File: config.mk
export PLATFORM = sky130hd
export DESIGN_NAME = pmux_top
export DESIGN_NICKNAME = d
export VERILOG_FILES = /design/src/rtl/pmux_pkg.sv /design/src/rtl/pmux_pin_cell.sv /design/src/rtl/pmux_top.sv
export SDC_FILE = /design/constraint.sdc
export NUM_CORES = 1
export LEC_CHECK = 0
export BUFFER_PORTS_ARGS = -buffer_cell sky130_fd_sc_hd__buf_2
export CORE_MARGIN = 8
export CORE_UTILIZATION = 45
export CTS_BUF_LIST = sky130_fd_sc_hd__clkbuf_4
export DETAILED_ROUTE_END_ITERATION = 8
export PLACE_DENSITY = 0.74
export SETUP_SLACK_MARGIN = 0.05
export SLEW_MARGIN = 20
export SYNTH_ARGS = -nofsm -noshare
export SYNTH_HDL_FRONTEND = slang
export SYNTH_SLANG_ARGS = --single-unit
File: constraint.sdc
create_clock -name i_mclk -period 2.05 [get_ports i_mclk]
set_input_delay 0.205 -clock i_mclk [delete_from_list [all_inputs] [get_ports i_mclk]]
set_output_delay 0.205 -clock i_mclk [all_outputs]
set_load 0.02 [all_outputs]
File: src/rtl/pmux_pkg.sv
// package: offsets, field positions, channel indices and carriers for the timer pin mux
package pmux_pkg;
    // avalon byte offsets of the registers
    localparam logic [5:0] OFF_P2_DIR = 6'h00;
    localparam logic [5:0] OFF_P3_DIR = 6'h04;
    localparam logic [5:0] OFF_WSEL0 = 6'h08;
    localparam logic [5:0] OFF_WSEL1 = 6'h0C;
    localparam logic [5:0] OFF_CSEL1 = 6'h10;
    localparam logic [5:0] OFF_PSEL = 6'h14;
    localparam logic [5:0] OFF_PULLUP = 6'h18;
    localparam logic [5:0] OFF_P2_DRV = 6'h1C;
    localparam logic [5:0] OFF_GEN_DRV = 6'h20;
    localparam logic [5:0] OFF_P2_DATA = 6'h24;
    localparam logic [5:0] OFF_P3_DATA = 6'h28;
    localparam logic [5:0] OFF_PIN_STATE = 6'h2C;
    // every register is one byte in lane 0, reset to zero
    localparam logic [7:0] REG_RST = 8'h00;
    // field positions
    localparam int WAVE_D0_BIT = 0;
    localparam int WAVE_B0_LSB = 2;
    localparam int WAVE_C0_LSB = 4;
    localparam int WAVE_A1_BIT = 0;
    localparam int WAVE_B1_BIT = 1;
    localparam int CMP_C_LSB = 0;
    localparam int CMP_D_LSB = 4;
    localparam int PULSE_OUT_BIT = 0;
    localparam int PU_BIT_FOUR = 4;
    localparam int PU_BIT_FIVE = 5;
    localparam int PU_BIT_SIX = 6;
    localparam int DRV_BIT_SIX = 6;
    localparam int P3_PIN_BIT = 1;
    // select codes that hand a pin to a timer channel
    localparam logic [1:0] WAVE_SEL_CODE = 2'h2;
    localparam logic [2:0] CMP_SEL_CODE = 3'h4;
    // pin index: port-2 bits 1..5, then port-3 bit 1
    localparam int PIN_P21 = 0;
    localparam int PIN_P22 = 1;
    localparam int PIN_P23 = 2;
    localparam int PIN_P24 = 3;
    localparam int PIN_P25 = 4;
    localparam int PIN_P31 = 5;
    localparam int NUM_PINS = 6;
    // timer channel index inside the carriers
    localparam int CH_WAVE_C0 = 0;
    localparam int CH_CMP_C = 1;
    localparam int CH_WAVE_B0 = 2;
    localparam int CH_CMP_D = 3;
    localparam int CH_WAVE_D0 = 4;
    localparam int CH_WAVE_A1 = 5;
    localparam int CH_WAVE_B1 = 6;
    localparam int CH_PULSE = 7;
    localparam int NUM_CH = 8;
    // what the timers drive toward the pins
    typedef struct packed {
        logic [NUM_CH-1:0] val; // level per channel
        logic [NUM_CH-1:0] oe;  // channel wants to drive
    } pmux_tmr_drv_t;
endpackage

File: src/rtl/pmux_pin_cell.sv
// one pad slice: chooses general port or timer, registers the pad controls
`timescale 1ns/1ps
module pmux_pin_cell (
    input wire logic i_mclk,
    input wire logic i_rst,
    input wire logic i_sel,      // a timer owns this pin
    input wire logic i_per_out,  // timer level
    input wire logic i_per_oe,   // timer drive request
    input wire logic i_dir,      // direction bit, 1 = output
    input wire logic i_gpio_out, // port data latch
    input wire logic i_pin_in,   // pad level
    input wire logic i_pu_en,    // pull-up group control
    input wire logic i_drv_en,   // high drive control
    output logic o_pin_out,
    output logic o_pin_oe,
    output logic o_pullup,
    output logic o_hidrive,
    output logic o_pin_level
);
    // a timer owner ignores direction on output; otherwise the direction bit rules
    wire nxt_oe = i_sel ? i_per_oe : i_dir;
    wire nxt_out = i_sel ? i_per_out : i_gpio_out;

    // pad controls, all registered so the pad sees no decode glitches
    always_ff @(posedge i_mclk) begin
        if (i_rst) begin
            o_pin_out <= 1'b0;
            o_pin_oe <= 1'b0;
            o_pullup <= 1'b0;
            o_hidrive <= 1'b0;
            o_pin_level <= 1'b0;
        end else begin
            o_pin_out <= nxt_out;
            o_pin_oe <= nxt_oe;
            o_pullup <= i_pu_en & ~nxt_oe;  // pull-up only on input use
            o_hidrive <= i_drv_en & nxt_oe; // drive strength only on output use
            o_pin_level <= i_pin_in;
        end
    end
endmodule // pmux_pin_cell

File: src/rtl/pmux_top.sv
// timer pin mux for port-2 bits 1..5 and port-3 bit 1, with avalon register slave
`timescale 1ns/1ps
module pmux_top (
    input wire logic i_mclk,
    input wire logic i_rst,
    input wire logic [5:0] i_avs_address, // byte address
    input wire logic i_avs_read,
    input wire logic i_avs_write,
    input wire logic [3:0] i_avs_byteenable,
    input wire logic [31:0] i_avs_writedata,
    output logic [31:0] o_avs_readdata,
    output logic o_avs_waitrequest,
    input wire logic [5:0] i_pin_in,
    output logic [5:0] o_pin_out,
    output logic [5:0] o_pin_oe,
    output logic [5:0] o_pin_pullup,
    output logic [5:0] o_pin_hidrive,
    input wire pmux_pkg::pmux_tmr_drv_t i_tmr_drv,
    output logic [7:0] o_tmr_in
);
    // every register is one byte in lane 0; upper write lanes are dropped
    // software registers
    logic [7:0] p2_dir_ff;   // port2_direction
    logic [7:0] p3_dir_ff;   // port3_direction
    logic [7:0] wsel0_ff;    // wavetimer_pin_select_0
    logic [7:0] wsel1_ff;    // wavetimer_pin_select_1
    logic [7:0] csel1_ff;    // cmptimer_pin_select_1
    logic [7:0] psel_ff;     // pulsetimer_pin_select
    logic [7:0] pullup_ff;   // pullup_control_reg
    logic [7:0] p2_drv_ff;   // port2_drive_reg
    logic [7:0] gen_drv_ff;  // general_drive_reg
    logic [7:0] p2_data_ff;  // port-2 output latch
    logic [7:0] p3_data_ff;  // port-3 output latch
    logic [5:0] pin_level;   // registered pad levels from the cells

    // decode helpers, one per code, since each code is tested twice
    // compare the 2-bit wave select against its routing code
    function automatic logic pmux_wave_on(input logic [1:0] f);
        pmux_wave_on = (f == pmux_pkg::WAVE_SEL_CODE);
    endfunction

    // compare the 3-bit compare select against its routing code
    function automatic logic pmux_cmp_on(input logic [2:0] f);
        pmux_cmp_on = (f == pmux_pkg::CMP_SEL_CODE);
    endfunction

    // ---- select decode ----
    // unused bits of these registers are stored and read back only
    wire [1:0] wave_c0_select = wsel0_ff[pmux_pkg::WAVE_C0_LSB +: 2];
    wire [1:0] wave_b0_select = wsel0_ff[pmux_pkg::WAVE_B0_LSB +: 2];
    wire wave_d0_select = wsel0_ff[pmux_pkg::WAVE_D0_BIT];
    wire wave_a1_select = wsel1_ff[pmux_pkg::WAVE_A1_BIT];
    wire wave_b1_select = wsel1_ff[pmux_pkg::WAVE_B1_BIT];
    wire [2:0] cmp_c_select = csel1_ff[pmux_pkg::CMP_C_LSB +: 3];
    wire [2:0] cmp_d_select = csel1_ff[pmux_pkg::CMP_D_LSB +: 3];
    wire pulse_out_select = psel_ff[pmux_pkg::PULSE_OUT_BIT];

    // compare timer has priority over the wave timer on shared pins
    // masking the loser keeps two timers from fighting over one pad
    wire cmp_c_on = pmux_cmp_on(cmp_c_select);
    wire wave_c0_on = pmux_wave_on(wave_c0_select) & ~cmp_c_on;
    wire cmp_d_on = pmux_cmp_on(cmp_d_select);
    wire wave_b0_on = pmux_wave_on(wave_b0_select) & ~cmp_d_on;

    // per-channel ownership, indexed like the carrier
    wire [7:0] ch_on = {pulse_out_select, wave_b1_select, wave_a1_select,
                        wave_d0_select, cmp_d_on, wave_b0_on, cmp_c_on, wave_c0_on};

    // which pin each channel lands on
    wire [7:0][2:0] ch_pin = {3'(pmux_pkg::PIN_P31), 3'(pmux_pkg::PIN_P25),
                              3'(pmux_pkg::PIN_P24), 3'(pmux_pkg::PIN_P23),
                              3'(pmux_pkg::PIN_P22), 3'(pmux_pkg::PIN_P22),
                              3'(pmux_pkg::PIN_P21), 3'(pmux_pkg::PIN_P21)};

    // per-pin steering into the cells
    // sel_periph picks the timer path in the cell, per_oe its drive
    wire [5:0] sel_periph;
    wire [5:0] per_out;
    wire [5:0] per_oe;

    // P2_1: compare C or wave C0
    assign sel_periph[pmux_pkg::PIN_P21] = cmp_c_on | wave_c0_on;
    assign per_out[pmux_pkg::PIN_P21] = cmp_c_on ? i_tmr_drv.val[pmux_pkg::CH_CMP_C]
                                                 : i_tmr_drv.val[pmux_pkg::CH_WAVE_C0];
    assign per_oe[pmux_pkg::PIN_P21] = cmp_c_on ? i_tmr_drv.oe[pmux_pkg::CH_CMP_C]
                                                : i_tmr_drv.oe[pmux_pkg::CH_WAVE_C0];
    // P2_2: compare D or wave B0
    assign sel_periph[pmux_pkg::PIN_P22] = cmp_d_on | wave_b0_on;
    assign per_out[pmux_pkg::PIN_P22] = cmp_d_on ? i_tmr_drv.val[pmux_pkg::CH_CMP_D]
                                                 : i_tmr_drv.val[pmux_pkg::CH_WAVE_B0];
    assign per_oe[pmux_pkg::PIN_P22] = cmp_d_on ? i_tmr_drv.oe[pmux_pkg::CH_CMP_D]
                                                : i_tmr_drv.oe[pmux_pkg::CH_WAVE_B0];
    // single-owner pins
    // P2_3, P2_4 and P2_5 have one timer each, no priority needed
    assign sel_periph[pmux_pkg::PIN_P23] = wave_d0_select;
    assign per_out[pmux_pkg::PIN_P23] = i_tmr_drv.val[pmux_pkg::CH_WAVE_D0];
    assign per_oe[pmux_pkg::PIN_P23] = i_tmr_drv.oe[pmux_pkg::CH_WAVE_D0];
    assign sel_periph[pmux_pkg::PIN_P24] = wave_a1_select;
    assign per_out[pmux_pkg::PIN_P24] = i_tmr_drv.val[pmux_pkg::CH_WAVE_A1];
    assign per_oe[pmux_pkg::PIN_P24] = i_tmr_drv.oe[pmux_pkg::CH_WAVE_A1];
    assign sel_periph[pmux_pkg::PIN_P25] = wave_b1_select;
    assign per_out[pmux_pkg::PIN_P25] = i_tmr_drv.val[pmux_pkg::CH_WAVE_B1];
    assign per_oe[pmux_pkg::PIN_P25] = i_tmr_drv.oe[pmux_pkg::CH_WAVE_B1];
    // pulse output always drives once selected, direction ignored
    assign sel_periph[pmux_pkg::PIN_P31] = pulse_out_select;
    assign per_out[pmux_pkg::PIN_P31] = i_tmr_drv.val[pmux_pkg::CH_PULSE];
    assign per_oe[pmux_pkg::PIN_P31] = 1'b1;

    // direction, data latch, pull-up and drive groups per pin
    // port-2 bit 0 and the other port-3 bits serve pins outside this block
    // one pull-up bit covers a group of pins, hence the repeats below
    wire [5:0] dir = {p3_dir_ff[pmux_pkg::P3_PIN_BIT], p2_dir_ff[5:1]};
    wire [5:0] gpio_out = {p3_data_ff[pmux_pkg::P3_PIN_BIT], p2_data_ff[5:1]};
    wire pu4 = pullup_ff[pmux_pkg::PU_BIT_FOUR];
    wire pu5 = pullup_ff[pmux_pkg::PU_BIT_FIVE];
    wire pu6 = pullup_ff[pmux_pkg::PU_BIT_SIX];
    wire [5:0] pu_en = {pu6, pu5, pu5, pu4, pu4, pu4};
    wire [5:0] drv_en = {gen_drv_ff[pmux_pkg::DRV_BIT_SIX], p2_drv_ff[5:1]};

    // one registered pad slice per pin
    // registering in the cell costs a cycle but keeps glitches off pads
    genvar gi;
    generate
        for (gi = 0; gi < pmux_pkg::NUM_PINS; gi++) begin : g_pin
            pmux_pin_cell u_cell (
                .i_mclk(i_mclk),
                .i_rst(i_rst),
                .i_sel(sel_periph[gi]),
                .i_per_out(per_out[gi]),
                .i_per_oe(per_oe[gi]),
                .i_dir(dir[gi]),
                .i_gpio_out(gpio_out[gi]),
                .i_pin_in(i_pin_in[gi]),
                .i_pu_en(pu_en[gi]),
                .i_drv_en(drv_en[gi]),
                .o_pin_out(o_pin_out[gi]),
                .o_pin_oe(o_pin_oe[gi]),
                .o_pullup(o_pin_pullup[gi]),
                .o_hidrive(o_pin_hidrive[gi]),
                .o_pin_level(pin_level[gi])
            );
        end
    endgenerate

    // timer inputs see the pad only when owned and direction is input;
    // the pulse timer has no input, so its slot is held low
    logic [7:0] nxt_tmr_in;
    always_comb begin
        nxt_tmr_in = '0;
        // channel k only listens to its own pin
        for (int k = 0; k < pmux_pkg::CH_PULSE; k++) begin
            nxt_tmr_in[k] = ch_on[k] & ~dir[ch_pin[k]] & i_pin_in[ch_pin[k]];
        end
    end

    // registered timer input levels
    // no synchroniser here: pin inputs count as clock-synchronous
    always_ff @(posedge i_mclk) begin
        if (i_rst) o_tmr_in <= '0;
        else o_tmr_in <= nxt_tmr_in;
    end

    // ---- avalon slave: one wait cycle, then the access completes ----
    // limitation: every access costs two cycles; no pipelining or bursts
    wire req = i_avs_read | i_avs_write;
    wire done = req & ~o_avs_waitrequest;          // edge where master sees wait low
    wire wr_lane0 = i_avs_write & done & i_avs_byteenable[0];
    wire [7:0] wbyte = i_avs_writedata[7:0];
    wire wr_p2_dir = wr_lane0 & (i_avs_address == pmux_pkg::OFF_P2_DIR);
    wire wr_p3_dir = wr_lane0 & (i_avs_address == pmux_pkg::OFF_P3_DIR);
    wire wr_wsel0 = wr_lane0 & (i_avs_address == pmux_pkg::OFF_WSEL0);
    wire wr_wsel1 = wr_lane0 & (i_avs_address == pmux_pkg::OFF_WSEL1);
    wire wr_csel1 = wr_lane0 & (i_avs_address == pmux_pkg::OFF_CSEL1);
    wire wr_psel = wr_lane0 & (i_avs_address == pmux_pkg::OFF_PSEL);
    wire wr_pullup = wr_lane0 & (i_avs_address == pmux_pkg::OFF_PULLUP);
    wire wr_p2_drv = wr_lane0 & (i_avs_address == pmux_pkg::OFF_P2_DRV);
    wire wr_gen_drv = wr_lane0 & (i_avs_address == pmux_pkg::OFF_GEN_DRV);
    wire wr_p2_data = wr_lane0 & (i_avs_address == pmux_pkg::OFF_P2_DATA);
    wire wr_p3_data = wr_lane0 & (i_avs_address == pmux_pkg::OFF_P3_DATA);

    // read mux; unmapped offsets and upper bytes read as zero
    // no error response: a bad offset is silently refused
    logic [7:0] rd_byte;
    always_comb begin
        case (i_avs_address)
            pmux_pkg::OFF_P2_DIR: rd_byte = p2_dir_ff;
            pmux_pkg::OFF_P3_DIR: rd_byte = p3_dir_ff;
            pmux_pkg::OFF_WSEL0: rd_byte = wsel0_ff;
            pmux_pkg::OFF_WSEL1: rd_byte = wsel1_ff;
            pmux_pkg::OFF_CSEL1: rd_byte = csel1_ff;
            pmux_pkg::OFF_PSEL: rd_byte = psel_ff;
            pmux_pkg::OFF_PULLUP: rd_byte = pullup_ff;
            pmux_pkg::OFF_P2_DRV: rd_byte = p2_drv_ff;
            pmux_pkg::OFF_GEN_DRV: rd_byte = gen_drv_ff;
            pmux_pkg::OFF_P2_DATA: rd_byte = p2_data_ff;
            pmux_pkg::OFF_P3_DATA: rd_byte = p3_data_ff;
            pmux_pkg::OFF_PIN_STATE: rd_byte = {2'b00, pin_level};
            default: rd_byte = pmux_pkg::REG_RST;
        endcase
    end

    // handshake: wait drops for exactly one cycle per request
    // read data are captured on the first edge so they stand while wait is low
    always_ff @(posedge i_mclk) begin
        if (i_rst) begin
            o_avs_waitrequest <= 1'b1;
            o_avs_readdata <= '0;
        end else begin
            // a request seen while wait is high opens the one-cycle window
            o_avs_waitrequest <= ~(req & o_avs_waitrequest);
            if (i_avs_read & o_avs_waitrequest) o_avs_readdata <= {24'h00_0000, rd_byte};
        end
    end

    // register writes; all reset to zero so every pin starts as a plain input
    // a write lands only on the edge where the master sees wait low
    always_ff @(posedge i_mclk) begin
        if (i_rst) begin
            // reset: no selects, every direction bit an input
            p2_dir_ff <= pmux_pkg::REG_RST;
            p3_dir_ff <= pmux_pkg::REG_RST;
            wsel0_ff <= pmux_pkg::REG_RST;
            wsel1_ff <= pmux_pkg::REG_RST;
            csel1_ff <= pmux_pkg::REG_RST;
            psel_ff <= pmux_pkg::REG_RST;
            pullup_ff <= pmux_pkg::REG_RST;
            p2_drv_ff <= pmux_pkg::REG_RST;
            gen_drv_ff <= pmux_pkg::REG_RST;
            p2_data_ff <= pmux_pkg::REG_RST;
            p3_data_ff <= pmux_pkg::REG_RST;
        end else begin
            // otherwise only the addressed register changes
            if (wr_p2_dir) p2_dir_ff <= wbyte;
            if (wr_p3_dir) p3_dir_ff <= wbyte;
            if (wr_wsel0) wsel0_ff <= wbyte;
            if (wr_wsel1) wsel1_ff <= wbyte;
            if (wr_csel1) csel1_ff <= wbyte;
            if (wr_psel) psel_ff <= wbyte;
            if (wr_pullup) pullup_ff <= wbyte;
            if (wr_p2_drv) p2_drv_ff <= wbyte;
            if (wr_gen_drv) gen_drv_ff <= wbyte;
            if (wr_p2_data) p2_data_ff <= wbyte;
            if (wr_p3_data) p3_data_ff <= wbyte;
        end
    end
endmodule // pmux_top

==> impl_summary.txt, run 1 <==
----------------------------------------------------
[Run status]
  Outcome ... completed

[Synthesis]
  Share of synthesized area occupied by flip-flops and latches ... 0.4540
  Number of synthesized register bits ... 134
  Unique masters post-synth ... 52
  Number of warnings printed during yosys synthesis ... 0
  Synthesized area per cell ... ~10 µm²
  Synthesized area ... 5908 µm²
  Gate Count Post-Synth ... 568
  Main flop type after synthesis ... sky130_fd_sc_hd__dfxtp_1
  Number of enable-type register cells in the synthesized netlist ... 0
  Async S/R FF share, synth ... 0

[Global routing]
  Total global-route track usage ... 0.1892
  Number of antenna violations at the first check in global routing ... 1
  Pin count of the biggest net entering global routing ... 38
  Global-route wire length before repair ... 24300 µm
  Via count of the first global-routing pass ... 4548
  Total grt overflow ... 0

[Route]
  Vias ... 4526
  Remaining routing DRC violations ... 0
  Detailed-routing iteration count for the pre-antenna-repair pass ... 5
  Vias per cell ... between 5 and 6
  Wire length reported by the detailed router ... between 15000 and 20000 µm
  Iteration-0 DRC Markers ... 293
  Residual antenna-violating net count after detailed routing ... 0
  Wirelength per Cell ... 18.14 µm

[Placed design]
  Placer's final routability congestion estimate ... 0.8984
  Instance count after placement with tap cells included ... 801
  DP Wirelength ... 11240 µm
  PortBufs ... around 80

[Cells and area]
  Antenna diode count ... 0
  Synthesis-to-finish area growth ... 17.79%
  Non-filler cells, final ... 855
  Fraction of layout instances using a drive strength above 1 ... 0.2474
  Nets@finish ... ~730
  Fin util ... 0.5340

[Floorplanning]
  Placeable core region ... between 10000 and 15000 µm²
  Boundary Pins ... between 100 and 150
  Horizontal die dimension ... 130.6 µm
  Die height ... about 130 µm
  Floorplan die area ... 17050 µm²
  Number of rows created at floorplan ... 42
  Effective utilization at floorplan ... 0.4533

[Worst setup path]
  Maximum net fanout on the critical path ... 3
  Nature of the critical path endpoint ... flop
  Setup Crit Path Kind ... flop to flop
  Critical-path cell with the highest stage delay ... sky130_fd_sc_hd__dfxtp_1
  Depth of the most critical reg-to-reg path ... 4
  Nature of the critical path startpoint ... flop
  Critical path, cell by cell ... nor2b_1 -> mux2_1 -> mux2i_1 -> and3_1
  R2r setup slk ... 350 ps
  Stage delay of the slowest cell on the critical path ... 390 ps
  Required arrival time at the worst endpoint ... 2510 ps
  Arrival time of the worst setup path ... 2160 ps

[Power]
  Gate power share ... 0.076
  Switching portion of total power ... 0.2470
  Part of the total power dissipated in sequential elements ... 0.573
  Sw Pwr ... 1.128 mW
  Clock share of power ... 0.351
  Worst ir drop on vdd ... 0.4486 mV
  Leakage power of the design ... 2.961 nW
  Internal Power ... 3.439 mW
  Power per standard cell area ... about 660 nW/µm²

[Hold path]
  Worst hold path stage count ... 3
  Classification of the worst-slack hold path ... input pin to flop

[Clock network]
  # H-tree levels ... 4
  Number of setup buffers added after CTS ... 0
  Clk pin slew, worst setup/hold paths ... 110 ps
  Root buffer selected by CTS ... sky130_fd_sc_hd__clkbuf_4
  Later-pin clock latency in the skew report ... between 500 and 600 ps
  Longest Clk Path Bufs ... 2
  Total CTS buffers ... 17
  Number of clock sinks seen by CTS ... 134
  Clock tree from TritonCTS ... done

[STA]
  Post-Route Skew ... 12.63 ps
  Maximum operating frequency ... 587.5 MHz
  Total Negative Setup Slacks ... 0 ps
  Fin Hold WS ... 47.59 ps
  Final hold vios ... 0
  Setup-failing EPs final ... 0
  Unrepaired setup endpoints after global routing ... no
  Final period demand of the worst path ... 1702 ps
  Post-route clock period utilization ... 0.8303
  Max Transition Viols Final ... 0

[Flow run]
  Max Cap Viol ... 0

----------------------------------------------------
worst paths after layout:
path	startpoint	to
min reg2reg	o_avs_readdata[0]$_SDFFE_PP0P_	o_avs_readdata[0]$_SDFFE_PP0P_
max	wsel0_ff[3]$_SDFFE_PP0P_	g_pin[1].u_cell.o_pullup$_SDFF_PP0_
max reg2reg	wsel0_ff[3]$_SDFFE_PP0P_	g_pin[1].u_cell.o_pullup$_SDFF_PP0_
min	i_tmr_drv[8]	g_pin[0].u_cell.o_pin_out$_SDFF_PP0_
layout by cell type (no fill, tap or decap), drive strengths merged, types with 3 or more instances in the layout:
cell type / synthesis / layout
a221oi: 3 / 3
nand3: 3 / 3
nand2: 13 / 13
a32oi: 3 / 3
conb: 1 / 25
mux2: 5 / 5
buf: 59 / 118
nand3b: 5 / 5
a21oi: 3 / 3
mux2i: 103 / 103
dlygate4sd3: 0 / 22
o211ai: 6 / 6
and2: 5 / 5
dfxtp: 134 / 134
and3b: 3 / 3
a22oi: 5 / 5
and3: 7 / 7
clkinv: 0 / 10
nor3: 12 / 12
nor2: 105 / 105
mux4: 14 / 14
nand2b: 3 / 3
nor3b: 3 / 3
nor2b: 13 / 13
clkbuf: 26 / 18
a211oi: 4 / 4
a22o: 3 / 3
sequential cells by signal, summed over array words and instances (netlist names), 7 cells and up:
register and cells:
p3_data_ff 8, wsel1_ff 8, o_avs_readdata 8, gen_drv_ff 8, o_tmr_in 7, pullup_ff 8, wsel0_ff 8, p2_drv_ff 8
p2_data_ff 8, p3_dir_ff 8, csel1_ff 8, psel_ff 8, p2_dir_ff 8
power by group through the flow:
stage / clock network, mW / registers, mW / logic [mW]
after floorplan: 0 / 2.68 / 0.225
after global placement: 0 / 2.68 / 0.309
after detailed placement: 0 / 2.68 / 0.314
after CTS: 1.64 / 2.62 / 0.346
after global routing: 1.75 / 2.62 / 0.373
final: 1.60 / 2.62 / 0.349
routing by layer:
metal | global-route usage | vias to the layer above | share of wire
met5 | 0 | - | 0
li1 | - | 2126 | -
met3 | 0.05235 | 34 | 0.086
met2 | 0.3010 | 206 | 0.46
met1 | 0.2356 | 2160 | 0.42
met4 | 0.08373 | 0 | 0.032
critical path: cells and delay by family, from the launching register on:
kind          cells  cell delay [ps]
flops             1              390
mux               2              710
simple gates      2              550
cell families (layout without fill, tap and decap cells):
family,after synthesis,in the layout,share of synthesized area
compound gates,40,40,0.05337
flops,134,134,0.4540
mux,122,122,0.2374
simple gates,184,184,0.1650
other cells,1,25,0.0006347
buf+inv,87,174,0.08958
cells in the mapped netlist, types with 4 or more instances:
library cell,count,area (µm²)
sky130_fd_sc_hd__buf_2,6,30.03
sky130_fd_sc_hd__nand2_1,13,48.80
sky130_fd_sc_hd__nand3b_1,5,37.54
sky130_fd_sc_hd__nor3_1,4,20.02
sky130_fd_sc_hd__dfxtp_1,134,2683
sky130_fd_sc_hd__nor3_4,8,130.1
sky130_fd_sc_hd__mux2i_1,103,1031
sky130_fd_sc_hd__o211ai_1,6,45.04
sky130_fd_sc_hd__mux2_1,5,56.30
sky130_fd_sc_hd__nor2_1,105,394.1
sky130_fd_sc_hd__and3_1,7,43.79
sky130_fd_sc_hd__nor2b_1,13,81.33
sky130_fd_sc_hd__clkbuf_1,26,97.59
sky130_fd_sc_hd__a211oi_1,4,30.03
sky130_fd_sc_hd__mux4_2,14,315.3
sky130_fd_sc_hd__a22oi_1,5,37.54
sky130_fd_sc_hd__and2_1,5,31.28
sky130_fd_sc_hd__buf_4,50,375.4
repair_timing:
item                      CTS  global route
gates resized for setup     0             0
hold buffers               22             0
hold endpoints to repair   25             0
final cells by class:
class	count	area [µm²]
Fill cell	1165	6073
Multi-Input combinational cell	371	2786
Sequential cell	134	2683
Timing Repair Buffer	140	1011
Tap cell	176	220.2
Clock buffer	18	135.1
Clock inverter	14	116.4
Inverter	2	7.507
stage by stage:
stage / worst slack (ps) / instance area (µm²) / power, mW
after detailed placement: 81.79 / 6487 / 2.991
final: 348.0 / 6959 / 4.567
after CTS: 336.2 / 6959 / 4.606
after global routing: 227.5 / 6959 / 4.742
after floorplan: 177.2 / 5998 / 2.901
after global placement: 98.34 / 6487 / 2.986
Note: power is estimated with default switching activity, not from simulation.
==> run 2, diff against run 1 <==
--- a/config.mk
+++ b/config.mk
@@ -10,7 +10,7 @@
 export CORE_UTILIZATION = 45
 export CTS_BUF_LIST = sky130_fd_sc_hd__clkbuf_4
 export DETAILED_ROUTE_END_ITERATION = 8
-export PLACE_DENSITY = 0.74
+export PLACE_DENSITY = 0.77
 export SETUP_SLACK_MARGIN = 0.05
 export SLEW_MARGIN = 20
 export SYNTH_ARGS = -nofsm -noshare
==> constraint.sdc (replaced) <==
create_clock -name i_mclk -period 1.55 [get_ports i_mclk]
set_input_delay 0.155 -clock i_mclk [delete_from_list [all_inputs] [get_ports i_mclk]]
set_output_delay 0.155 -clock i_mclk [all_outputs]
set_load 0.02 [all_outputs]
==> run 2 against run 1 <==
Against the previous run: sequential cell count did not move; first-iteration DRC count rose by 51%; register-to-register slack got worse by 330 ps; final cell count rose by 4.1%; final area rose by 7.0%; die area did not move; critical path depth rose by 3; critical path type unchanged; critical endpoint is now p2_dir_ff[0]$_SDFFE_PP0P_; largest power group unchanged.
==> impl_summary.txt, run 2 (synthesis gave the netlist of run 1 again) <==
----------------------------------------------------
[Run status]
  Outcome ... completed

[Cells and area]
  Synthesis-to-finish area growth ... 26.01%
  Antenna diode count ... 0
  Leading cell types in the layout, fill and taps excluded ... sky130_fd_sc_hd__dfxtp_1, sky130_fd_sc_hd__nor2_1, sky130_fd_sc_hd__mux2i_1, sky130_fd_sc_hd__buf_2, sky130_fd_sc_hd__buf_4
  Nets@finish ... 769
  Fin util ... 0.5712
  Fillers ... 1095
  Fraction of layout instances using a drive strength above 1 ... 0.3081
  Commonest non-fill, non-tap cell in the layout ... sky130_fd_sc_hd__dfxtp_1

[STA]
  Final hold vios ... 0
  Final setup slack of the worst path ... approximately 15 ps
  Setup-failing EPs final ... 0
  Max Transition Viols Final ... 0
  Unrepaired setup endpoints after global routing ... yes
  Total Negative Setup Slacks ... 0 ps
  Post-Route Skew ... 18.32 ps
  Post-route clock period utilization ... 0.9903
  Maximum operating frequency ... approximately 650 MHz
  Final period demand of the worst path ... 1535 ps

[Placed design]
  DP Wirelength ... between 10000 and 15000 µm
  Post-placement worst setup slack ... -251.8 ps
  Placer's final routability congestion estimate ... 0.9007
  PortBufs ... slightly below 80

[Worst setup path]
  Setup Crit Path Kind ... flop to flop
  Arrival time of the worst setup path ... 1990 ps
  Nature of the critical path endpoint ... flop
  Critical path, cell by cell ... nand3b_1 -> buf_6 -> buf_16 -> nand3b_1 -> buf_6 -> mux2i_1 -> nor2_1
  Nature of the critical path startpoint ... flop
  Required arrival time at the worst endpoint ... 2010 ps
  Stage delay of the slowest cell on the critical path ... 330 ps
  Maximum net fanout on the critical path ... 5
  Critical-path cell with the highest stage delay ... sky130_fd_sc_hd__dfxtp_2

[Route]
  Vias per cell ... 5.357
  Vias ... 4768
  Iteration-0 DRC Markers ... 442
  Wire length reported by the detailed router ... 16870 µm
  Remaining routing DRC violations ... 0
  Detailed-routing iteration count for the pre-antenna-repair pass ... 5
  Wirelength per Cell ... around 19 µm
  Residual antenna-violating net count after detailed routing ... 0

[Global routing]
  Total global-route track usage ... 0.2003
  Global-route wire length before repair ... 25590 µm
  Pin count of the biggest net entering global routing ... 65
  Via count of the first global-routing pass ... 4753
  Number of antenna violations at the first check in global routing ... 0
  Total grt overflow ... 0

[Hold path]
  Classification of the worst-slack hold path ... input pin to flop

[Power]
  Power per standard cell area ... 871.7 nW/µm²
  Total design power ... 6.489 mW
  Leakage power of the design ... between 3 and 4 nW
  Worst ir drop on vdd ... 0.3400 mV

[Floorplanning]
  Placeable core region ... 13030 µm²
  Floorplan die area ... 17050 µm²
  Die height ... 130.6 µm
  Boundary Pins ... ~130
  Horizontal die dimension ... 130.6 µm
  Number of rows created at floorplan ... 42
  Effective utilization at floorplan ... 0.4533

[Clock network]
  Later-pin clock latency in the skew report ... 570 ps
  Clk pin slew, worst setup/hold paths ... approximately 110 ps
  Number of clock sinks seen by CTS ... 134
  # H-tree levels ... 4
  Root buffer selected by CTS ... sky130_fd_sc_hd__clkbuf_4
  Total CTS buffers ... 17
  Clock tree from TritonCTS ... done
  Longest Clk Path Bufs ... 2

[Flow run]
  Max Cap Viol ... 0

----------------------------------------------------
run 2: cell type report:
| type | count | area [µm²] | share of cell area |
|---|---|---|---|
| timing repair buffer | 175 | 1361 | 0.1829 |
| inverter | 2 | 10.01 | 0.001345 |
| clock buffer | 19 | 142.6 | 0.01916 |
| clock inverter | 13 | 157.7 | 0.02118 |
| tap | 176 | 220.2 | 0.02958 |
| multi-input combinational | 371 | 2867 | 0.3850 |
| sequential | 134 | 2686 | 0.3608 |
run 2: metrics by stage:
| stage | std cells | instance area, µm² | hold slack [ps] |
|---|---|---|---|
| 6_report | 890 | 7445 | 20.49 |
| 3_5_place_dp | 826 | 6695 | 380.0 |
| 3_3_place_gp | 826 | 6695 | 371.2 |
| 4_1_cts | 889 | 7353 | 4.020 |
| 5_1_grt | 890 | 7445 | 22.25 |
| 2_1_floorplan | 592 | 6065 | 234.1 |
run 2: per-layer routing:
metal / routed length, µm / GRT usage / part of all wire / up-vias
li1: - / - / - / 2191
met3: 1352 / 0.05519 / 0.080 / 50
met5: 0 / 0 / 0 / -
met4: 624 / 0.1013 / 0.037 / 0
met1: 6802 / 0.2366 / 0.40 / 2304
met2: 8094 / 0.3286 / 0.48 / 223
run 2: critical path, delay by kind of cell (launching register included):
family	cells	cell delay (ps)
buffers and inverters	3	500
flip-flops	1	330
multiplexers	1	160
AND/OR/NAND/NOR	3	440
run 2: timing repair:
action	in CTS	in global routing
cloned	1	0
buffers inserted	1	1
hold buffers	29	0
setup endpoints to repair	91	75
resized for setup	10	20
hold endpoints to repair	69	0
pin swaps	6	14
run 2: final timing paths:
check	startpoint	end	slack, ps	cells after the start
worst max register to register	o_avs_waitrequest$_SDFF_PP1_	p2_dir_ff[0]$_SDFFE_PP0P_	10	7
worst min-delay path	i_avs_writedata[5]	gen_drv_ff[5]$_SDFFE_PP0P_	20	3
worst max-delay path	o_avs_waitrequest$_SDFF_PP1_	p2_dir_ff[0]$_SDFFE_PP0P_	10	7
worst min register to register	p3_data_ff[5]$_SDFFE_PP0P_	p3_data_ff[5]$_SDFFE_PP0P_	500	2
run 2: report_power, final:
part	switching [mW]	internal [mW]	total, mW	leakage [nW]
clock network	1.33	1.14	2.47	0.156
registers	0.00546	3.45	3.46	1.08
logic	0.329	0.232	0.560	1.93
==> run 3, diff against run 2 <==
--- a/config.mk
+++ b/config.mk
@@ -7,10 +7,10 @@
 export LEC_CHECK = 0
 export BUFFER_PORTS_ARGS = -buffer_cell sky130_fd_sc_hd__buf_2
 export CORE_MARGIN = 8
-export CORE_UTILIZATION = 45
+export CORE_UTILIZATION = 25
 export CTS_BUF_LIST = sky130_fd_sc_hd__clkbuf_4
 export DETAILED_ROUTE_END_ITERATION = 8
-export PLACE_DENSITY = 0.77
+export PLACE_DENSITY = 0.51
 export SETUP_SLACK_MARGIN = 0.05
 export SLEW_MARGIN = 20
 export SYNTH_ARGS = -nofsm -noshare
==> run 3 against run 2 <==
Against the previous run: total power grew 5.9%; setup slack lost 42 ps; critical path depth fell by 1; worst hold slack better by 26 ps; combinational power down 2%; the run now ends with negative setup slack left; sequential share of layout area decreased by 1.1 points; clock skew up 3.7 ps; non-clock buffer count grew 1; final cell count grew 16%; sequential cell count did not move; largest cell class unchanged; first-iteration DRC count fell by 39%.
==> impl_summary.txt, run 3 (synthesis gave the netlist of run 1 again) <==
----------------------------------------------------
[Cells and area]
  Multi-input gate area in the final layout ... approximately 2900 µm²
  Synthesis-to-finish area growth ... 29.73%
  Nets@finish ... 770
  Leading cell types in the layout, fill and taps excluded ... sky130_fd_sc_hd__dfxtp_1, sky130_fd_sc_hd__nor2_1, sky130_fd_sc_hd__mux2i_1, sky130_fd_sc_hd__buf_2, sky130_fd_sc_hd__buf_4
  Fillers ... between 2000 and 2500
  Commonest non-fill, non-tap cell in the layout ... sky130_fd_sc_hd__dfxtp_1
  Fraction of layout instances using a drive strength above 1 ... 0.3035
  Combined flip-flop and latch cell area ... 2685 µm²
  Fin util ... 0.3285

[Worst setup path]
  Critical path, cell by cell ... nand3b_1 -> buf_6 -> nor3_4 -> buf_12 -> mux2i_1 -> nor2_1
  Setup Crit Path Kind ... flop to flop
  Required arrival time at the worst endpoint ... 2000 ps
  Stage delay of the slowest cell on the critical path ... about 340 ps
  Crit. Startpoint ... o_avs_waitrequest$_SDFF_PP1_
  Kind of cell adding the most delay to the critical path ... simple AND/OR/NAND/NOR gates
  Worst path buffer plus inverter count ... 2
  Arrival time of the worst setup path ... 2030 ps
  Critical-path cell with the highest stage delay ... sky130_fd_sc_hd__dfxtp_2
  Nature of the critical path startpoint ... flop
  Reg-to-reg startpoint ... o_avs_waitrequest$_SDFF_PP1_
  Nature of the critical path endpoint ... flop
  Maximum net fanout on the critical path ... 8

[STA]
  Setup-failing EPs final ... 11
  Post-Route Skew ... 22.05 ps
  Maximum operating frequency ... 634.1 MHz
  Unrepaired setup endpoints after global routing ... yes
  Max Transition Viols Final ... 0
  Final hold vios ... 0
  Post-route clock period utilization ... 1.017
  Final setup slack of the worst path ... -27.11 ps
  Final period demand of the worst path ... ~1600 ps

[Floorplanning]
  Die height ... 169.7 µm
  Horizontal die dimension ... about 170 µm
  Boundary Pins ... 133
  Floorplan die area ... between 20000 and 30000 µm²
  Effective utilization at floorplan ... 0.2532
  Number of rows created at floorplan ... 56
  Placeable core region ... 23330 µm²

[Hold path]
  Critical hold path startpoint ... i_rst
  Classification of the worst-slack hold path ... input pin to flop

[Run status]
  Violations in the final reports ... negative setup slack
  Outcome ... finished, violations left

[Route]
  Vias per cell ... about 4.4
  Residual antenna-violating net count after detailed routing ... 0
  Met3 wire length ... 1020 µm
  Met2 routed WL ... around 8500 µm
  DR top layer ... met4
  Iteration-0 DRC Markers ... 270
  Wirelength per Cell ... roughly 18 µm
  Wire length reported by the detailed router ... 18520 µm
  Detailed-route wire length on metal 1 ... roughly 8700 µm
  Detailed-routing iteration count for the pre-antenna-repair pass ... 5
  Remaining routing DRC violations ... 0
  Vias ... 4523

[Global routing]
  Number of antenna violations at the first check in global routing ... 1
  Total global-route track usage ... 0.1304
  Total grt overflow ... 0
  Pin count of the biggest net entering global routing ... 38
  Via count of the first global-routing pass ... 4619
  Global-route wire length before repair ... 28030 µm

[Clock network]
  Later-pin clock latency in the skew report ... 560 ps
  # H-tree levels ... 4
  Total CTS buffers ... 17
  Clk pin slew, worst setup/hold paths ... 130 ps
  Root buffer selected by CTS ... sky130_fd_sc_hd__clkbuf_4
  Clock tree from TritonCTS ... done
  Longest Clk Path Bufs ... 2
  Number of clock sinks seen by CTS ... around 130

[Power]
  Power per standard cell area ... roughly 900 nW/µm²
  Worst ir drop on vdd ... 0.5288 mV
  Leakage power of the design ... 3.224 nW

[Placed design]
  DP Wirelength ... between 10000 and 15000 µm
  Post-placement worst setup slack ... -163.7 ps
  PortBufs ... 79
  Placer's final routability congestion estimate ... between 0.8 and 0.9

[Flow run]
  Max Cap Viol ... 0

----------------------------------------------------
==> run 3: area by class of cell <==
cell class | instances | share of cell area
inverters | 2 | 0.0009794
clock buffers | 20 | 0.01959
flip-flops and latches | 134 | 0.3503
well taps | 319 | 0.05207
multi-input cells | 371 | 0.3722
clock inverters | 12 | 0.02628
repair buffers | 176 | 0.1783
diodes | 1 | 0.0003265
==> run 3: final timing paths <==
| path | to | slack [ps] | cells past startpoint |
|---|---|---|---|
| worst max-delay path | p3_dir_ff[1]$_SDFFE_PP0P_ | -30 | 6 |
| worst min-delay path | p2_dir_ff[7]$_SDFFE_PP0P_ | 50 | 3 |
| worst min register to register | p2_drv_ff[6]$_SDFFE_PP0P_ | 500 | 2 |
| worst max register to register | p3_dir_ff[1]$_SDFFE_PP0P_ | -30 | 6 |
==> run 3: stage by stage <==
step | power, mW | TNS [ps] | hold slack [ps] | std cells | cell area, µm²
after global placement | 4.019 | -9298 | 371.5 | 970 | 6907
after global routing | 7.144 | -5514 | 9.783 | 1035 | 7665
final | 6.872 | -125.5 | 46.72 | 1035 | 7665
after detailed placement | 4.018 | -9763 | 384.0 | 970 | 6907
after floorplan | 3.851 | -2879 | 234.1 | 592 | 6065
after CTS | 6.943 | -24.83 | -121.9 | 1031 | 7574
==> run 3: worst register-to-register path, stage by stage, from the launching register on <==
cell and delay, ps:
sky130_fd_sc_hd__dfxtp_2 340, sky130_fd_sc_hd__nand3b_1 260, sky130_fd_sc_hd__buf_6 220, sky130_fd_sc_hd__nor3_4 220, sky130_fd_sc_hd__buf_12 170, sky130_fd_sc_hd__mux2i_1 200, sky130_fd_sc_hd__nor2_1 60
==> run 3: report_power, final <==
| group | switching (mW) | internal (mW) | leakage, nW | total (mW) |
|---|---|---|---|---|
| Sequential | 0.00760 | 3.46 | 1.08 | 3.46 |
| Combinational | 0.328 | 0.221 | 1.96 | 0.549 |
| Clock | 1.36 | 1.50 | 0.185 | 2.86 |
| Total | 1.69 | 5.18 | 3.22 | 6.87 |
==> run 3: per-layer routing <==
layer,up-vias,global-route usage
li1,2186,-
met1,2194,0.1684
met2,129,0.2091
met3,14,0.03652
met4,0,0.03655
met5,-,0
==> run 3: timing repair <==
action                                  4_1_cts  5_1_grt
pin swaps                                    11       24
buffers inserted                              0        1
resized for setup                             7       15
hold buffers                                 29        2
hold endpoints to repair                     72        6
endpoints found under the setup margin       87       95
